File: src/core/sped_pkg.sv
// Constants and types shared by the port error-detect block
package sped_pkg;
  // Packet sequence tag width, link timeout width, rate counter width and event count
  localparam int TAG_W = 5;
  localparam int TMO_W = 24;
  localparam int CNT_W = 8;
  localparam int NUM_EV = 5;

  // Register byte offsets
  localparam logic [4:0] OFS_DETECT  = 5'h00;
  localparam logic [4:0] OFS_RATE_EN = 5'h04;
  localparam logic [4:0] OFS_RATE_CNT = 5'h08;
  localparam logic [4:0] OFS_IRQ_STAT = 5'h0C;
  localparam logic [4:0] OFS_IRQ_CLR = 5'h10;
  localparam logic [4:0] OFS_IRQ_EN  = 5'h14;
  localparam logic [4:0] OFS_TIMEOUT = 5'h18;
  localparam logic [4:0] OFS_LINK_CTL = 5'h1C;

  // Event index within the interrupt registers
  localparam int EV_MISMATCH = 0;
  localparam int EV_UNEXP_SYM = 1;
  localparam int EV_DELIN = 2;
  localparam int EV_UNEXP_ACK = 3;
  localparam int EV_TIMEOUT = 4;

  // Position of each event in the error detect register
  localparam int DET_POS [NUM_EV] = '{26, 27, 29, 30, 31};
  localparam int DET_RSVD_POS = 28;

  // Link control register fields
  localparam int CTL_REALIGN = 0;
  localparam int CTL_HALTED = 1;

  // Reset values
  localparam logic [31:0] RATE_EN_RST = 32'h0000_0000;
  localparam logic [TMO_W-1:0] TIMEOUT_RST = 24'h00_FFFF;

  // Recovery handshake states
  typedef enum logic [1:0] {
    SPED_IDLE,
    SPED_SEND_REQ,
    SPED_WAIT_RESP,
    SPED_HALTED
  } sped_rec_t;
endpackage

File: src/core/sped_core.sv
// Port error-detect status register with recovery handshake and Avalon-MM slave
//
// Overview of operation
// Set detect bit 26 when a link response carries a tag not outstanding.
// Capture registers are not loaded for the link response tag mismatch.
// On recovery, send a link-request symbol to the peer port.
// Peer answers with the tag it expects on its next new packet.
// Mismatch when the returned tag was already sent and accepted here.
// After a mismatch no packet moves until the tags are realigned.
// Set detect bit 27 on any control symbol unexpected in the link state.
// Set detect bit 29 on unaligned start or delimiter, or undefined code-group.
// Capture registers are not loaded for delineation or timeout errors.
// Set detect bit 30 on an unexpected acknowledge control symbol.
// Set detect bit 31 when acknowledge or link response misses the timeout.
// Nonzero write to detect register counts when a set bit is rate enabled.
// Detect bits reset to zero, bit 28 reads zero, write zero clears.
// Detect bits are sticky until software clears them.
`timescale 1ns/1ps
`default_nettype none
module sped_core
  import sped_pkg::*;
(
  // Clock and reset
  input  wire logic             clk,
  input  wire logic             rst_n,
  // Avalon-MM slave
  input  wire logic [4:0]       avs_address,
  input  wire logic             avs_read,
  input  wire logic             avs_write,
  input  wire logic [31:0]      avs_writedata,
  input  wire logic [3:0]       avs_byteenable,
  output logic [31:0]           avs_readdata,
  output logic                  avs_waitrequest,
  // Transmit sequence state
  input  wire logic [TAG_W-1:0] tx_base_tag,
  input  wire logic [TAG_W-1:0] tx_next_tag,
  input  wire logic             ack_pending,
  // Received symbols
  input  wire logic             rx_ack_valid,
  input  wire logic [TAG_W-1:0] rx_ack_tag,
  input  wire logic             rx_lrsp_valid,
  input  wire logic [TAG_W-1:0] rx_lrsp_tag,
  input  wire logic             rx_ctrl_valid,
  input  wire logic             rx_ctrl_expected,
  // Received code-groups
  input  wire logic             rx_cg_valid,
  input  wire logic             rx_cg_delim,
  input  wire logic             rx_cg_aligned,
  input  wire logic             rx_cg_undefined,
  // Recovery
  input  wire logic             recovery_start,
  input  wire logic             tags_realigned,
  output logic                  tx_link_req,
  output logic                  pkt_xfer_halt,
  // Capture and interrupt
  output logic                  capture_load,
  output logic                  irq
);
  logic [31:0]       rdata_q;
  logic              ack_q;
  logic              acc;
  logic              wr_acc;
  logic [31:0]       wmask;
  logic [31:0]       detect;
  logic [NUM_EV-1:0] ev;
  logic [NUM_EV-1:0] det_q;
  logic [NUM_EV-1:0] irq_stat_q;
  logic [NUM_EV-1:0] irq_en_q;
  logic [31:0]       rate_en_q;
  logic [CNT_W-1:0]  rate_cnt_q;
  logic [TMO_W-1:0]  timeout_q;
  logic              sw_realign;
  logic              tmo_expire;
  logic              lrsp_bad;
  logic              ack_bad;
  logic              tx_link_req_q;
  logic              capture_q;
  sped_rec_t         state_q;

  // Tag lies in the outstanding window; incl adds the next new tag
  function automatic logic tag_in(input logic [TAG_W-1:0] t,
                                  input logic [TAG_W-1:0] b,
                                  input logic [TAG_W-1:0] n,
                                  input logic             incl);
    logic [TAG_W-1:0] d;
    logic [TAG_W-1:0] w;
    d = TAG_W'(t - b);
    w = TAG_W'(n - b);
    return incl ? (d <= w) : (d < w);
  endfunction

  // One wait cycle, then the access completes
  assign avs_waitrequest = (avs_read || avs_write) && !ack_q;
  assign acc = (avs_read || avs_write) && ack_q;
  assign wr_acc = avs_write && ack_q;
  assign wmask = {{8{avs_byteenable[3]}}, {8{avs_byteenable[2]}},
                  {8{avs_byteenable[1]}}, {8{avs_byteenable[0]}}};
  assign sw_realign = wr_acc && (avs_address == OFS_LINK_CTL)
                      && wmask[CTL_REALIGN] && avs_writedata[CTL_REALIGN];

  always_ff @(posedge clk) begin
    if (!rst_n) begin
      ack_q <= 1'b0;
    end else begin
      ack_q <= (avs_read || avs_write) && !ack_q;
    end
  end

  // Event detection
  assign lrsp_bad = !tag_in(rx_lrsp_tag, tx_base_tag, tx_next_tag, 1'b1);
  assign ack_bad = !tag_in(rx_ack_tag, tx_base_tag, tx_next_tag, 1'b0);
  assign ev[EV_MISMATCH] = rx_lrsp_valid && (state_q == SPED_WAIT_RESP) && lrsp_bad;
  assign ev[EV_UNEXP_SYM] = (rx_ctrl_valid && !rx_ctrl_expected)
                            || (rx_lrsp_valid && (state_q != SPED_WAIT_RESP));
  assign ev[EV_DELIN] = rx_cg_valid && ((rx_cg_delim && !rx_cg_aligned) || rx_cg_undefined);
  assign ev[EV_UNEXP_ACK] = rx_ack_valid && ack_bad;
  assign ev[EV_TIMEOUT] = tmo_expire;

  // Timer runs while an acknowledge or link response is awaited
  sped_timer u_timer (
    .clk     (clk),
    .rst_n   (rst_n),
    .run     (ack_pending || (state_q == SPED_WAIT_RESP)),
    .restart (rx_ack_valid || rx_lrsp_valid || (state_q == SPED_SEND_REQ)),
    .limit   (timeout_q),
    .expire  (tmo_expire)
  );

  // Recovery handshake
  always_ff @(posedge clk) begin
    if (!rst_n) begin
      state_q <= SPED_IDLE;
    end else begin
      case (state_q)
        SPED_IDLE: begin
          if (recovery_start) begin
            state_q <= SPED_SEND_REQ;
          end
        end
        SPED_SEND_REQ: begin
          state_q <= SPED_WAIT_RESP;
        end
        SPED_WAIT_RESP: begin
          if (rx_lrsp_valid) begin
            state_q <= lrsp_bad ? SPED_HALTED : SPED_IDLE;
          end else if (tmo_expire) begin
            state_q <= SPED_SEND_REQ;
          end
        end
        SPED_HALTED: begin
          if (tags_realigned || sw_realign) begin
            state_q <= SPED_IDLE;
          end
        end
        default: begin
          state_q <= SPED_IDLE;
        end
      endcase
    end
  end

  always_ff @(posedge clk) begin
    if (!rst_n) begin
      tx_link_req_q <= 1'b0;
    end else begin
      // A timeout in the wait state resends the request as well
      tx_link_req_q <= ((state_q == SPED_IDLE) && recovery_start)
                       || ((state_q == SPED_WAIT_RESP) && !rx_lrsp_valid && tmo_expire);
    end
  end

  assign tx_link_req = tx_link_req_q;
  assign pkt_xfer_halt = (state_q == SPED_HALTED);

  // Capture load only for symbol errors that carry valid capture data
  always_ff @(posedge clk) begin
    if (!rst_n) begin
      capture_q <= 1'b0;
    end else begin
      capture_q <= ev[EV_UNEXP_SYM] || ev[EV_UNEXP_ACK];
    end
  end

  assign capture_load = capture_q;

  // Sticky detect and interrupt status bits, set wins over clear
  for (genvar i = 0; i < NUM_EV; i++) begin : g_ev
    always_ff @(posedge clk) begin
      if (!rst_n) begin
        det_q[i] <= 1'b0;
      end else if (ev[i]) begin
        det_q[i] <= 1'b1;
      end else if (wr_acc && (avs_address == OFS_DETECT) && wmask[DET_POS[i]]
                   && !avs_writedata[DET_POS[i]]) begin
        det_q[i] <= 1'b0;
      end
    end

    always_ff @(posedge clk) begin
      if (!rst_n) begin
        irq_stat_q[i] <= 1'b0;
      end else if (ev[i]) begin
        irq_stat_q[i] <= 1'b1;
      end else if (wr_acc && (avs_address == OFS_IRQ_CLR) && wmask[i] && avs_writedata[i]) begin
        irq_stat_q[i] <= 1'b0;
      end
    end

    assign detect[DET_POS[i]] = det_q[i];
  end

  assign detect[25:0] = '0;
  assign detect[DET_RSVD_POS] = 1'b0;
  assign irq = |(irq_stat_q & irq_en_q);

  // Writable control registers
  always_ff @(posedge clk) begin
    if (!rst_n) begin
      rate_en_q <= RATE_EN_RST;
    end else if (wr_acc && (avs_address == OFS_RATE_EN)) begin
      rate_en_q <= ((avs_writedata & wmask) | (rate_en_q & ~wmask)) & detect_mask();
    end
  end

  always_ff @(posedge clk) begin
    if (!rst_n) begin
      irq_en_q <= '0;
    end else if (wr_acc && (avs_address == OFS_IRQ_EN) && wmask[0]) begin
      irq_en_q <= avs_writedata[NUM_EV-1:0];
    end
  end

  always_ff @(posedge clk) begin
    if (!rst_n) begin
      timeout_q <= TIMEOUT_RST;
    end else if (wr_acc && (avs_address == OFS_TIMEOUT)) begin
      timeout_q <= (avs_writedata[TMO_W-1:0] & wmask[TMO_W-1:0]) | (timeout_q & ~wmask[TMO_W-1:0]);
    end
  end

  // Error rate counter
  always_ff @(posedge clk) begin
    if (!rst_n) begin
      rate_cnt_q <= '0;
    end else if (wr_acc && (avs_address == OFS_DETECT) && ((avs_writedata & wmask) != '0)
                 && ((avs_writedata & wmask & rate_en_q) != '0)) begin
      rate_cnt_q <= rate_cnt_q + 1'b1;
    end else if (wr_acc && (avs_address == OFS_RATE_CNT)) begin
      rate_cnt_q <= '0;
    end
  end

  // Bits that exist in the detect register
  function automatic logic [31:0] detect_mask();
    logic [31:0] m;
    m = '0;
    for (int k = 0; k < NUM_EV; k++) begin
      m[DET_POS[k]] = 1'b1;
    end
    return m;
  endfunction

  // Read data is latched in the wait cycle
  always_ff @(posedge clk) begin
    if (!rst_n) begin
      rdata_q <= '0;
    end else if (avs_read && !ack_q) begin
      if (avs_address == OFS_DETECT) begin
        rdata_q <= detect;
      end else if (avs_address == OFS_RATE_EN) begin
        rdata_q <= rate_en_q;
      end else if (avs_address == OFS_RATE_CNT) begin
        rdata_q <= {{(32-CNT_W){1'b0}}, rate_cnt_q};
      end else if (avs_address == OFS_IRQ_STAT) begin
        rdata_q <= {{(32-NUM_EV){1'b0}}, irq_stat_q};
      end else if (avs_address == OFS_IRQ_EN) begin
        rdata_q <= {{(32-NUM_EV){1'b0}}, irq_en_q};
      end else if (avs_address == OFS_TIMEOUT) begin
        rdata_q <= {{(32-TMO_W){1'b0}}, timeout_q};
      end else if (avs_address == OFS_LINK_CTL) begin
        rdata_q <= {30'h0, pkt_xfer_halt, 1'b0};
      end else begin
        rdata_q <= '0;
      end
    end
  end

  assign avs_readdata = rdata_q;
endmodule
`default_nettype wire

File: src/core/sped_timer.sv
// Link timeout interval counter
`timescale 1ns/1ps
`default_nettype none
module sped_timer
  import sped_pkg::*;
(
  // Clock and reset
  input  wire logic             clk,
  input  wire logic             rst_n,
  // Control
  input  wire logic             run,
  input  wire logic             restart,
  input  wire logic [TMO_W-1:0] limit,
  // Expiry pulse
  output logic                  expire
);
  logic [TMO_W-1:0] count_q;
  logic             expire_q;

  // Counts while waiting; any answer restarts the interval
  always_ff @(posedge clk) begin
    if (!rst_n) begin
      count_q <= '0;
    end else if (!run || restart || expire_q) begin
      count_q <= '0;
    end else if (count_q != limit) begin
      count_q <= count_q + 1'b1;
    end
  end

  always_ff @(posedge clk) begin
    if (!rst_n) begin
      expire_q <= 1'b0;
    end else begin
      expire_q <= run && !restart && !expire_q && (count_q == limit - 1'b1) && (limit != '0);
    end
  end

  assign expire = expire_q;
endmodule
`default_nettype wire

File: config.mk
export PLATFORM = sky130hd
export DESIGN_NAME = sped_core
export DESIGN_NICKNAME = d
export VERILOG_FILES = /design/src/core/sped_pkg.sv /design/src/core/sped_core.sv /design/src/core/sped_timer.sv
export SDC_FILE = /design/constraint.sdc
export NUM_CORES = 1
export LEC_CHECK = 0
export ABC_AREA = 1
export BUFFER_PORTS_ARGS = -buffer_cell sky130_fd_sc_hd__buf_2
export CORE_ASPECT_RATIO = 0.9
export CORE_MARGIN = 2
export CORE_UTILIZATION = 50
export DETAILED_ROUTE_END_ITERATION = 6
export GPL_TIMING_DRIVEN = 0
export HOLD_SLACK_MARGIN = 0.06
export PLACE_DENSITY = 0.72
export RECOVER_POWER = 100
export REMOVE_ABC_BUFFERS = 1
export SLEW_MARGIN = 20
export SYNTH_ARGS = -nofsm -noshare
export SYNTH_HDL_FRONTEND = slang
export SYNTH_SLANG_ARGS = --single-unit
File: constraint.sdc
create_clock -name clk -period 2.2 [get_ports clk]
set_input_delay 0.11 -clock clk [delete_from_list [all_inputs] [get_ports clk]]
set_output_delay 0.11 -clock clk [all_outputs]
set_load 0.05 [all_outputs]
==> results of run 1 <==
[cells in the mapped netlist (all sizes together)]
library cell / n / area share [%]
nor2: 106 / 6.4
o21ai: 67 / 5.0
clkbuf: 11 / 0.61
conb: 1 / 0.056
buf: 15 / 1.6
xor2: 19 / 2.5
a211oi: 2 / 0.30
inv: 140 / 7.9
dfxtp: 111 / 33
a21boi: 1 / 0.11
o211ai: 10 / 1.1
o21a: 3 / 0.34
fa: 3 / 0.89
and2: 2 / 0.19
nand3b: 4 / 0.45
nor4: 3 / 0.28
o221ai: 9 / 1.2
a21oi: 110 / 8.6
o31ai: 1 / 0.19
nand4: 24 / 2.4
a22oi: 2 / 0.22
o22ai: 6 / 0.56
nor3: 17 / 1.5
xnor2: 7 / 0.91
ha: 23 / 4.3
a41oi: 1 / 0.13
nand2: 268 / 15
a31oi: 1 / 0.093
nand3: 50 / 3.9
[through the flow]
step / cell area [sq um] / power, uW / util [%]
after floorplan: 6576 / 2539 / -
after global placement: 7317 / 2728 / 55.38
after detailed placement: 7317 / 2740 / 55.38
after CTS: 7944 / 4477 / 60.12
after global routing: 7993 / 4695 / 60.49
final: 7993 / 4504 / 60.49
[repair_timing]
item | 4_1_cts | 5_1_grt
hold buffers | 29 | 0
gates resized for setup | 5 | 21
cloned | 0 | 1
buffers inserted | 0 | 7
endpoints found under the setup margin | 27 | 27
endpoints found under the hold margin | 28 | 0
pin swaps | 0 | 10
[critical path: cells and delay by family]
kind | cells | cell delay [ns]
adder cells (fa/ha/maj) | 3 | 0.75
AND/OR/NAND/NOR | 6 | 0.64
AO/OA/AOI/OAI | 2 | 0.37
buffers and inverters | 4 | 0.32
XOR/XNOR | 1 | 0.14
[cell families (layout without fill, tap and decap cells)]
| group | Yosys count | in the layout | synth area share (%) |
|---|---|---|---|
| xor gates and xnor gates | 26 | 26 | 3.390 |
| DFF | 111 | 111 | 33.08 |
| adders and majority gates | 26 | 26 | 5.179 |
| and+or+nand+nor | 474 | 475 | 30.33 |
| AOI/OAI and AO/OA | 213 | 213 | 17.87 |
| buffers and inverters | 166 | 298 | 10.10 |
| other | 1 | 3 | 0.05583 |
[final cells by class]
class	instances	area (sq um)
tap	168	210.2
multi-input combinational	743	3876
timing repair buffer	142	840.8
clock inverter	5	56.30
inverter	140	534.3
sequential	111	2222
fill	1322	5220
clock buffer	11	252.7
[final timing paths]
path / start / to / slack, ns
setup / recovery: tx_next_tag[0] / state_q[1] / 0.12
hold / removal: rx_ack_valid / capture_load / 0.06
setup reg to reg: flop / u_timer.count_q[14] / 0.19
hold reg to reg: avs_readdata[10] / avs_readdata[10] / 0.46
[metal layers]
metal  track usage (%)  wire length (microns)  vias up  part of all wire [%]
met5                 0                      0        -                     0
met4             5.861                    237        0                   1.3
met3             5.582                   1369       21                   7.4
met2             40.32                   8061      252                    43
met1             36.45                   8909     3147                    48
li1                  -                      -     3577                     -
[power groups by stage]
stage	logic (uW)	clock network [uW]	registers, uW
2_1_floorplan	365	0	2170
3_3_place_gp	600	0	2130
3_5_place_dp	610	0	2130
4_1_cts	659	1740	2080
5_1_grt	797	1810	2090
6_report	708	1710	2080
==> flow_summary_export.csv, run 1 <==
group,metric,value,unit
pwr,p_leak,0.003375,uW
cts,cts_root_buf,"clkbuf_16",
die,fp-row-count,40,
pwr,p_int,3273,uW
global_routing,grt_pass1_vias,6255,
cts,cts_sinks,111,
logic_synthesis,ys_seq_area_share,33.08,%
timing,setup_tns,0,ns
global_routing,grt_max_degree,56,
timing,final_hold_viol_count,0,
placed_design,place_ws,-0.8899,ns
die,core,0.01321,sq mm
pwr,p_comb_share,15.7,%
critical_path,critical_path_required,2.48,ns
pwr,power_switching,1232,uW
finish,mostFrequentLayoutCells,"263 x nand2_1, 128 x inv_1, 111 x dfxtp_1, 106 x a21oi_1, 95 x nor2_1",
critical_path,path_class,"in2reg",
timing,fmax,481.8,MHz
critical_path,ff2ff_path_depth,11,
timing,relSlewSlack,58.23,%
critical_path,cp-end-kind,"flop",
global_routing,grt_overflow,0,
critical_path,slowest_delay,0.36,ns
critical_path,startpoint_type,"input pin",
die,die_y,114.0,microns
finish,drive_above_1_share,12.07,%
logic_synthesis,syn_inst,1017,
route,drt_wl_total,18.58,mm
placed_design,routabilityCongestion,0.9647,
pwr,power_density,563.6,mW/mm^2
cts,clk_latency,0.36,ns
worst_hold_path,hold_class,"in2reg",
pwr,power_frac_clock,38.0,%
logic_synthesis,syn_area,0.006716,sq mm
logic_synthesis,synth-warning-count,0,
timing,worstMarginPinSlew,0.6292,ns
global_routing,grt_use_total,25.72,%
cts,cts_inserted_buffers,9,
cts,cts_tree,"built",
die,fp.dieW,126.2,microns
pwr,seq_power_share,46.3,%
placed_design,place_inst,1267,
timing,holdWs,0.06320,ns
critical_path,crit_fanout,3,
cts,clock_path_buffers,2,
critical_path,cp.arrival,2.35,ns
placed_design,hpwlAfterDp,13.66,mm
timing,period_needed,2.076,ns
cts,htree_levels,3,
die,fp.dieArea,0.01438,sq mm
job,maxCapViolations,0,
timing,worst_slack,0.1244,ns
timing,finClkSkew,0.01169,ns
timing,drv_slew,0,
finish,nets,1249,
finish,final_common_cell,"nand2_1",
route,drcViolationCount,0,
finish,area_growth,19.00,%
route,wl_per_cell,14.07,microns
route,vias,6997,
route,firstDrtPassIters,6,
timing,setup_viol,0,
route,antenna_left,0,
finish,antennaDiodeCount,0,
finish,fin_cells,1320,
critical_path,cp_slowest_cell,"fa_2",
logic_synthesis,synth_area_per_cell,6.604,sq um
pwr,switching_share,27.35,%
logic_synthesis,ys_types,46,
die,io_pins,113,
logic_synthesis,synth_seq_cells,111,
critical_path,crit_chain,"buf_2 -> inv_2 -> ha_4 -> inv_2 -> fa_2 -> nand3_2 -> nand2_2 -> xor2_2 -> inv_1 -> ha_4 -> nand2_2 -> nor2_2 -> nand2_1 -> o211ai_1 -> nand4_1 -> a41oi_2",
global_routing,antenna_found_initial,0,
global_routing,grt_pass1_wl,30.13,mm
worst_hold_path,hold_depth,3,
die,initial_core_util,50.83,%
route,viasPerCell,5.301,
placed_design,io_buffers,106,
run_status,run_status,"finished, final reports clean",
cts,clkTransAtPathRegs,0.07,ns
pwr,vdd_ir_drop_max,0.4543,mV
timing,timing.final.crit_share,94.35,%
route,drt_iter0_drc,619,
Note: power is estimated with default switching activity, not from simulation.
==> run 2: changes to the inputs <==
Settings changed: CORE_UTILIZATION 50 to 25, PLACE_DENSITY 0.72 to not set.
==> flow_summary_export.csv, run 2 (same netlist as run 1, synthesis figures left out) <==
group,metric,value,unit
timing,worst_slack,0.1338,ns
finish,stdcell_area,0.008164,sq mm
finish,nets,1244,
route,viasPerCell,4.640,
timing,final_hold_viol_count,0,
route,drt_wl_total,20.96,mm
critical_path,cp-end-kind,"flop",
finish,seq_area,0.002222,sq mm
finish,final_common_cell,"nand2_1",
pwr,p_comb_share,15.0,%
run_status,run_status,"finished, final reports clean",
timing,holdWs,0.07474,ns
critical_path,reg2reg_slack,0.14,ns
critical_path,cp_slowest_cell,"fa_2",
timing,finClkSkew,0.01056,ns
placed_design,hpwlAfterDp,15.96,mm
global_routing,grt_max_degree,56,
placed_design,io_buffers,106,
critical_path,slowest_delay,0.35,ns
die,io_pins,113,
pwr,vdd_ir_drop_max,0.3796,mV
timing,setup_viol,0,
critical_path,cp.arrival,2.36,ns
die,die_y,159.5,microns
job,maxCapViolations,0,
cts,htree_levels,3,
global_routing,grt_pass1_vias,6461,
finish,drive_above_1_share,11.94,%
cts,cts_tree,"built",
cts,clk_latency,0.37,ns
timing,fmax,484.0,MHz
timing,timing.final.crit_share,93.92,%
route,antenna_left,0,
route,drcViolationCount,0,
route,drt_iter0_drc,412,
placed_design,routabilityCongestion,0.9043,
global_routing,grt_pass1_wl,33.45,mm
critical_path,crit_fanout,2,
pwr,seq_power_share,46.3,%
worst_hold_path,hold_class,"in2reg",
global_routing,antenna_found_initial,0,
pwr,power_switching,1279,uW
timing,relSlewSlack,54.11,%
pwr,power_frac_clock,38.7,%
finish,fillCellCount,2941,
cts,clock_path_buffers,2,
die,core,0.02621,sq mm
global_routing,grt_use_total,14.88,%
finish,antennaDiodeCount,0,
cts,cts_root_buf,"clkbuf_16",
critical_path,crit_chain,"buf_2 -> inv_1 -> ha_1 -> inv_1 -> fa_2 -> nand3_1 -> nand2_1 -> xor2_1 -> inv_1 -> ha_1 -> nand2_1 -> nor2_2 -> nand2_1 -> o211ai_1 -> nand4_1 -> buf_4 -> a21oi_1",
critical_path,path_class,"in2reg",
placed_design,place_ws,-1.165,ns
critical_path,critical_path_required,2.50,ns
route,firstDrtPassIters,5,
finish,area_growth,21.55,%
pwr,switching_share,28.40,%
die,initial_core_util,25.63,%
route,vias,6937,
die,fp.dieArea,0.02819,sq mm
pwr,p_int,3225,uW
cts,clkTransAtPathRegs,0.08,ns
placed_design,dpl_cell_area,0.007548,sq mm
timing,period_needed,2.066,ns
die,fp.dieW,176.8,microns
global_routing,grt_overflow,0,
cts,cts_inserted_buffers,9,
finish,final_util,31.15,%
finish,mostFrequentLayoutCells,"264 x nand2_1, 131 x inv_1, 111 x dfxtp_1, 104 x a21oi_1, 93 x nor2_1",
cts,cts_sinks,111,
critical_path,cpLargestDelayFamily,"adder cells",
route,wl_per_cell,14.02,microns
finish,multi_input_comb_area,0.003869,sq mm
pwr,power_density,551.7,mW/mm^2
pwr,p_leak,0.003349,uW
critical_path,critPathBufInv,5,
critical_path,startpoint_type,"input pin",
timing,drv_slew,0,
timing,worstMarginPinSlew,0.6914,ns
die,fp-row-count,56,
-- run 2: cell types whose count changed in the layout (fill, tap and decap cells not counted), sizes merged --
cell,before,now
clkbuf,47,46
inv,139,141
buf,77,74
clkinvlp,2,3
clkinv,3,1
dlygate4sd3,29,27
-- run 2: worst paths after layout --
check / depth (start not counted) / endpoint / startpoint
max: 17 / det_q[0] / tx_next_tag[0]
min: 3 / det_q[3] / avs_writedata[30]
max reg2reg: 10 / u_timer.expire / state_q[1]
min reg2reg: 2 / avs_readdata[8] / avs_readdata[8]
-- run 2: area by class of cell --
class / instances / area share (%)
well taps: 348 / 5.333
inverters: 140 / 6.559
clock inverters: 6 / 0.8429
flip-flops and latches: 111 / 27.22
repair buffers: 137 / 9.732
clock buffers: 10 / 2.927
multi-input cells: 743 / 47.39
-- run 2: what timing repair did --
| item | 4_1_cts | 5_1_grt |
|---|---|---|
| setup buffers | 1 | 3 |
| gates resized for setup | 6 | 11 |
| setup endpoints to repair | 36 | 13 |
| hold buffers | 27 | 0 |
| pin swaps | 2 | 6 |
| hold endpoints to repair | 26 | 0 |
| cloned | 0 | 1 |
-- run 2: power by group through the flow --
stage	Combinational, uW	Sequential, uW	Clock, uW
floorplan	365	2170	0
global route	762	2090	1870
global placement	613	2130	0
detailed placement	626	2130	0
CTS	673	2090	1790
finish	674	2090	1740
-- run 2: worst min-delay path, delay by kind of cell --
family / cells / cell delay, ns
buffers and inverters: 1 / 0.10
AO/OA/AOI/OAI: 2 / 0.19
-- run 2: per-stage QoR --
step,setup TNS (ns),cells,total power [uW]
6_report,0,1495,4504
5_1_grt,-0.09104,1495,4718
4_1_cts,0,1491,4546
3_5_place_dp,-16.35,1447,2758
3_3_place_gp,-21.08,1447,2744
2_1_floorplan,0,993,2539
-- run 2: routing by layer --
metal	up-vias	share of wire, %	track usage [%]
met5	-	0	0
met4	0	2.4	5.823
met3	29	3.7	1.934
met2	152	43	22.92
met1	3187	51	20.95
li1	3569	-	-
==> run 3: changes to the inputs <==
Settings changed: CTS_BUF_LIST set to sky130_fd_sc_hd__clkbuf_8.
Clock period 2.2 ns to 2.4 ns, I/O delays scaled along.
==> flow_summary_export.csv, run 3 (same netlist as run 1, synthesis figures left out) <==
group,metric,value,unit
run_status,run_status,"finished, final reports clean",
timing,period_needed,2.183,ns
finish,mostFrequentLayoutCells,"264 x nand2_1, 134 x inv_1, 111 x dfxtp_1, 107 x a21oi_1, 96 x nor2_1",
cts,htree_levels,3,
route,viasPerCell,4.593,
pwr,p_total,3749,uW
timing,worst_slack,0.2170,ns
critical_path,slowest_delay,0.45,ns
die,fp-row-count,56,
finish,seq_area,0.002222,sq mm
critical_path,crit_fanout,20,
global_routing,grtUsageMet1,20.88,%
finish,nets,1247,
critical_path,startpoint_type,"flop",
timing,drv_slew,0,
global_routing,grt_pass1_wl,33.62,mm
pwr,power_frac_clock,32.6,%
finish,antennaDiodeCount,0,
critical_path,cp.arrival,2.50,ns
global_routing,grt_use_met3,2.006,%
cts,cts_sinks,111,
route,drt_iter0_drc,410,
die,core,0.02621,sq mm
critical_path,crit_chain,"inv_1 -> nand2_1 -> nand2_1 -> nor2_1 -> nand2_1 -> nor2_1 -> nand3_4 -> clkinvlp_4 -> nand2_1 -> a21oi_1",
finish,fillCellCount,2955,
placed_design,routabilityCongestion,0.9043,
pwr,p_comb_share,16.4,%
placed_design,hpwlAfterDp,15.96,mm
placed_design,io_buffers,106,
die,fp.dieArea,0.02819,sq mm
pwr,vdd_ir_drop_max,0.2757,mV
global_routing,grt_max_degree,56,
global_routing,grt_pass1_vias,6486,
pwr,switching_share,29.82,%
timing,final_hold_viol_count,0,
cts,cts_inserted_buffers,9,
route,firstDrtPassIters,4,
placed_design,place_ws,-0.9753,ns
die,io_pins,113,
timing,worstMarginPinSlew,0.9781,ns
critical_path,cpLargestDelayFamily,"simple AND/OR/NAND/NOR gates",
critical_path,cp-end-kind,"flop",
timing,relSlewSlack,34.72,%
pwr,power_switching,1118,uW
global_routing,antenna_found_initial,0,
timing,fmax,458.1,MHz
route,vias,6881,
worst_hold_path,hold_class,"in2reg",
route,drcViolationCount,0,
global_routing,busiest_layer,"met2",
die,fp.dieW,176.8,microns
die,initial_core_util,25.63,%
cts,cts_root_buf,"clkbuf_8",
timing,rsz0062_at_grt,"false",
critical_path,path_class,"reg2reg",
finish,multi_input_comb_area,0.003820,sq mm
route,wl_per_cell,13.82,microns
route,drt_wl_total,20.71,mm
job,maxCapViolations,0,
route,antenna_left,0,
finish,area_growth,20.06,%
critical_path,path_common_cell,"nand2_1",
cts,cts_tree,"built",
finish,drive_above_1_share,10.17,%
cts,clkTransAtPathRegs,0.11,ns
cts,clk_latency,0.40,ns
global_routing,grt_overflow,0,
timing,setup_viol,0,
finish,final_common_cell,"nand2_1",
die,die_y,159.5,microns
timing,timing.final.crit_share,90.96,%
critical_path,critical_path_required,2.72,ns
pwr,p_leak,0.003320,uW
cts,clock_path_buffers,2,
pwr,p_int,2631,uW
timing,finClkSkew,0.01284,ns
global_routing,grt.met2_usage,23.40,%
pwr,power_density,464.9,mW/mm^2
timing,holdWs,0.1095,ns
global_routing,grt_use_total,14.90,%
critical_path,cp_slowest_cell,"dfxtp_1",
critical_path,critPathBufInv,2,
pwr,seq_power_share,51.0,%
[run 3: cell count changes in the layout (fill, tap and decap cells not counted), sizes merged]
cell,change
buf,-4
clkbuf,+1
clkinvlp,+1
dlygate4sd3,+7
inv,-1
nand3,-1
[run 3: path summary, 6_finish.rpt]
kind / start / to / slack (ns) / cells past startpoint
worst max-delay path: u_timer.count_q[17] / u_timer.count_q[21] / 0.22 / 10
worst min-delay path: rst_n / flop / 0.11 / 2
worst max register to register: u_timer.count_q[17] / u_timer.count_q[21] / 0.22 / 10
worst min register to register: avs_readdata[8] / avs_readdata[8] / 0.47 / 2
[run 3: final cells by class]
| type | instances | share of cell area, % |
|---|---|---|
| Inverter | 140 | 6.594 |
| Timing Repair Buffer | 141 | 10.52 |
| Sequential cell | 111 | 27.56 |
| Multi-Input combinational cell | 742 | 47.37 |
| Clock inverter | 6 | 0.8534 |
| Clock buffer | 10 | 1.707 |
| Tap cell | 348 | 5.400 |
[run 3: repair_timing]
action	4_1_cts	5_1_grt
hold buffers	34	0
pin swaps	0	1
gates resized for setup	3	2
endpoints found under the setup margin	8	21
cloned	0	0
endpoints found under the hold margin	43	0
setup buffers	0	1
[run 3: metrics by stage]
| stage | utilization (%) | TNS, ns | instance area (sq um) | cells |
|---|---|---|---|---|
| finish | 30.77 | 0 | 8064 | 1498 |
| global route | 30.77 | 0 | 8064 | 1498 |
| CTS | 30.94 | 0 | 8109 | 1497 |
| detailed placement | 28.81 | -8.797 | 7548 | 1447 |
| global placement | 28.78 | -11.84 | 7542 | 1447 |
| floorplan | - | 0 | 6576 | 993 |
[run 3: worst register-to-register path, delay by kind of cell, from the launching register on]
kind / cells / cell delay, ns
AOI/OAI and AO/OA: 1 / 0.15
buffers and inverters: 2 / 0.43
DFF: 1 / 0.45
and+or+nand+nor: 7 / 1.09
[run 3: layer usage]
| layer | routed length, microns | vias to the layer above |
|---|---|---|
| met5 | 0 | - |
| met4 | 380 | 0 |
| met3 | 674 | 22 |
| met2 | 9061 | 124 |
| met1 | 10590 | 3167 |
| li1 | - | 3568 |
[run 3: power groups by stage]
stage                     clock, uW  sequential, uW  combinational [uW]
after CTS                      1270            1910                 625
final                          1220            1910                 614
after detailed placement          0            1950                 574
after global placement            0            1950                 561
after floorplan                   0            1990                 334
after global routing           1330            1920                 696
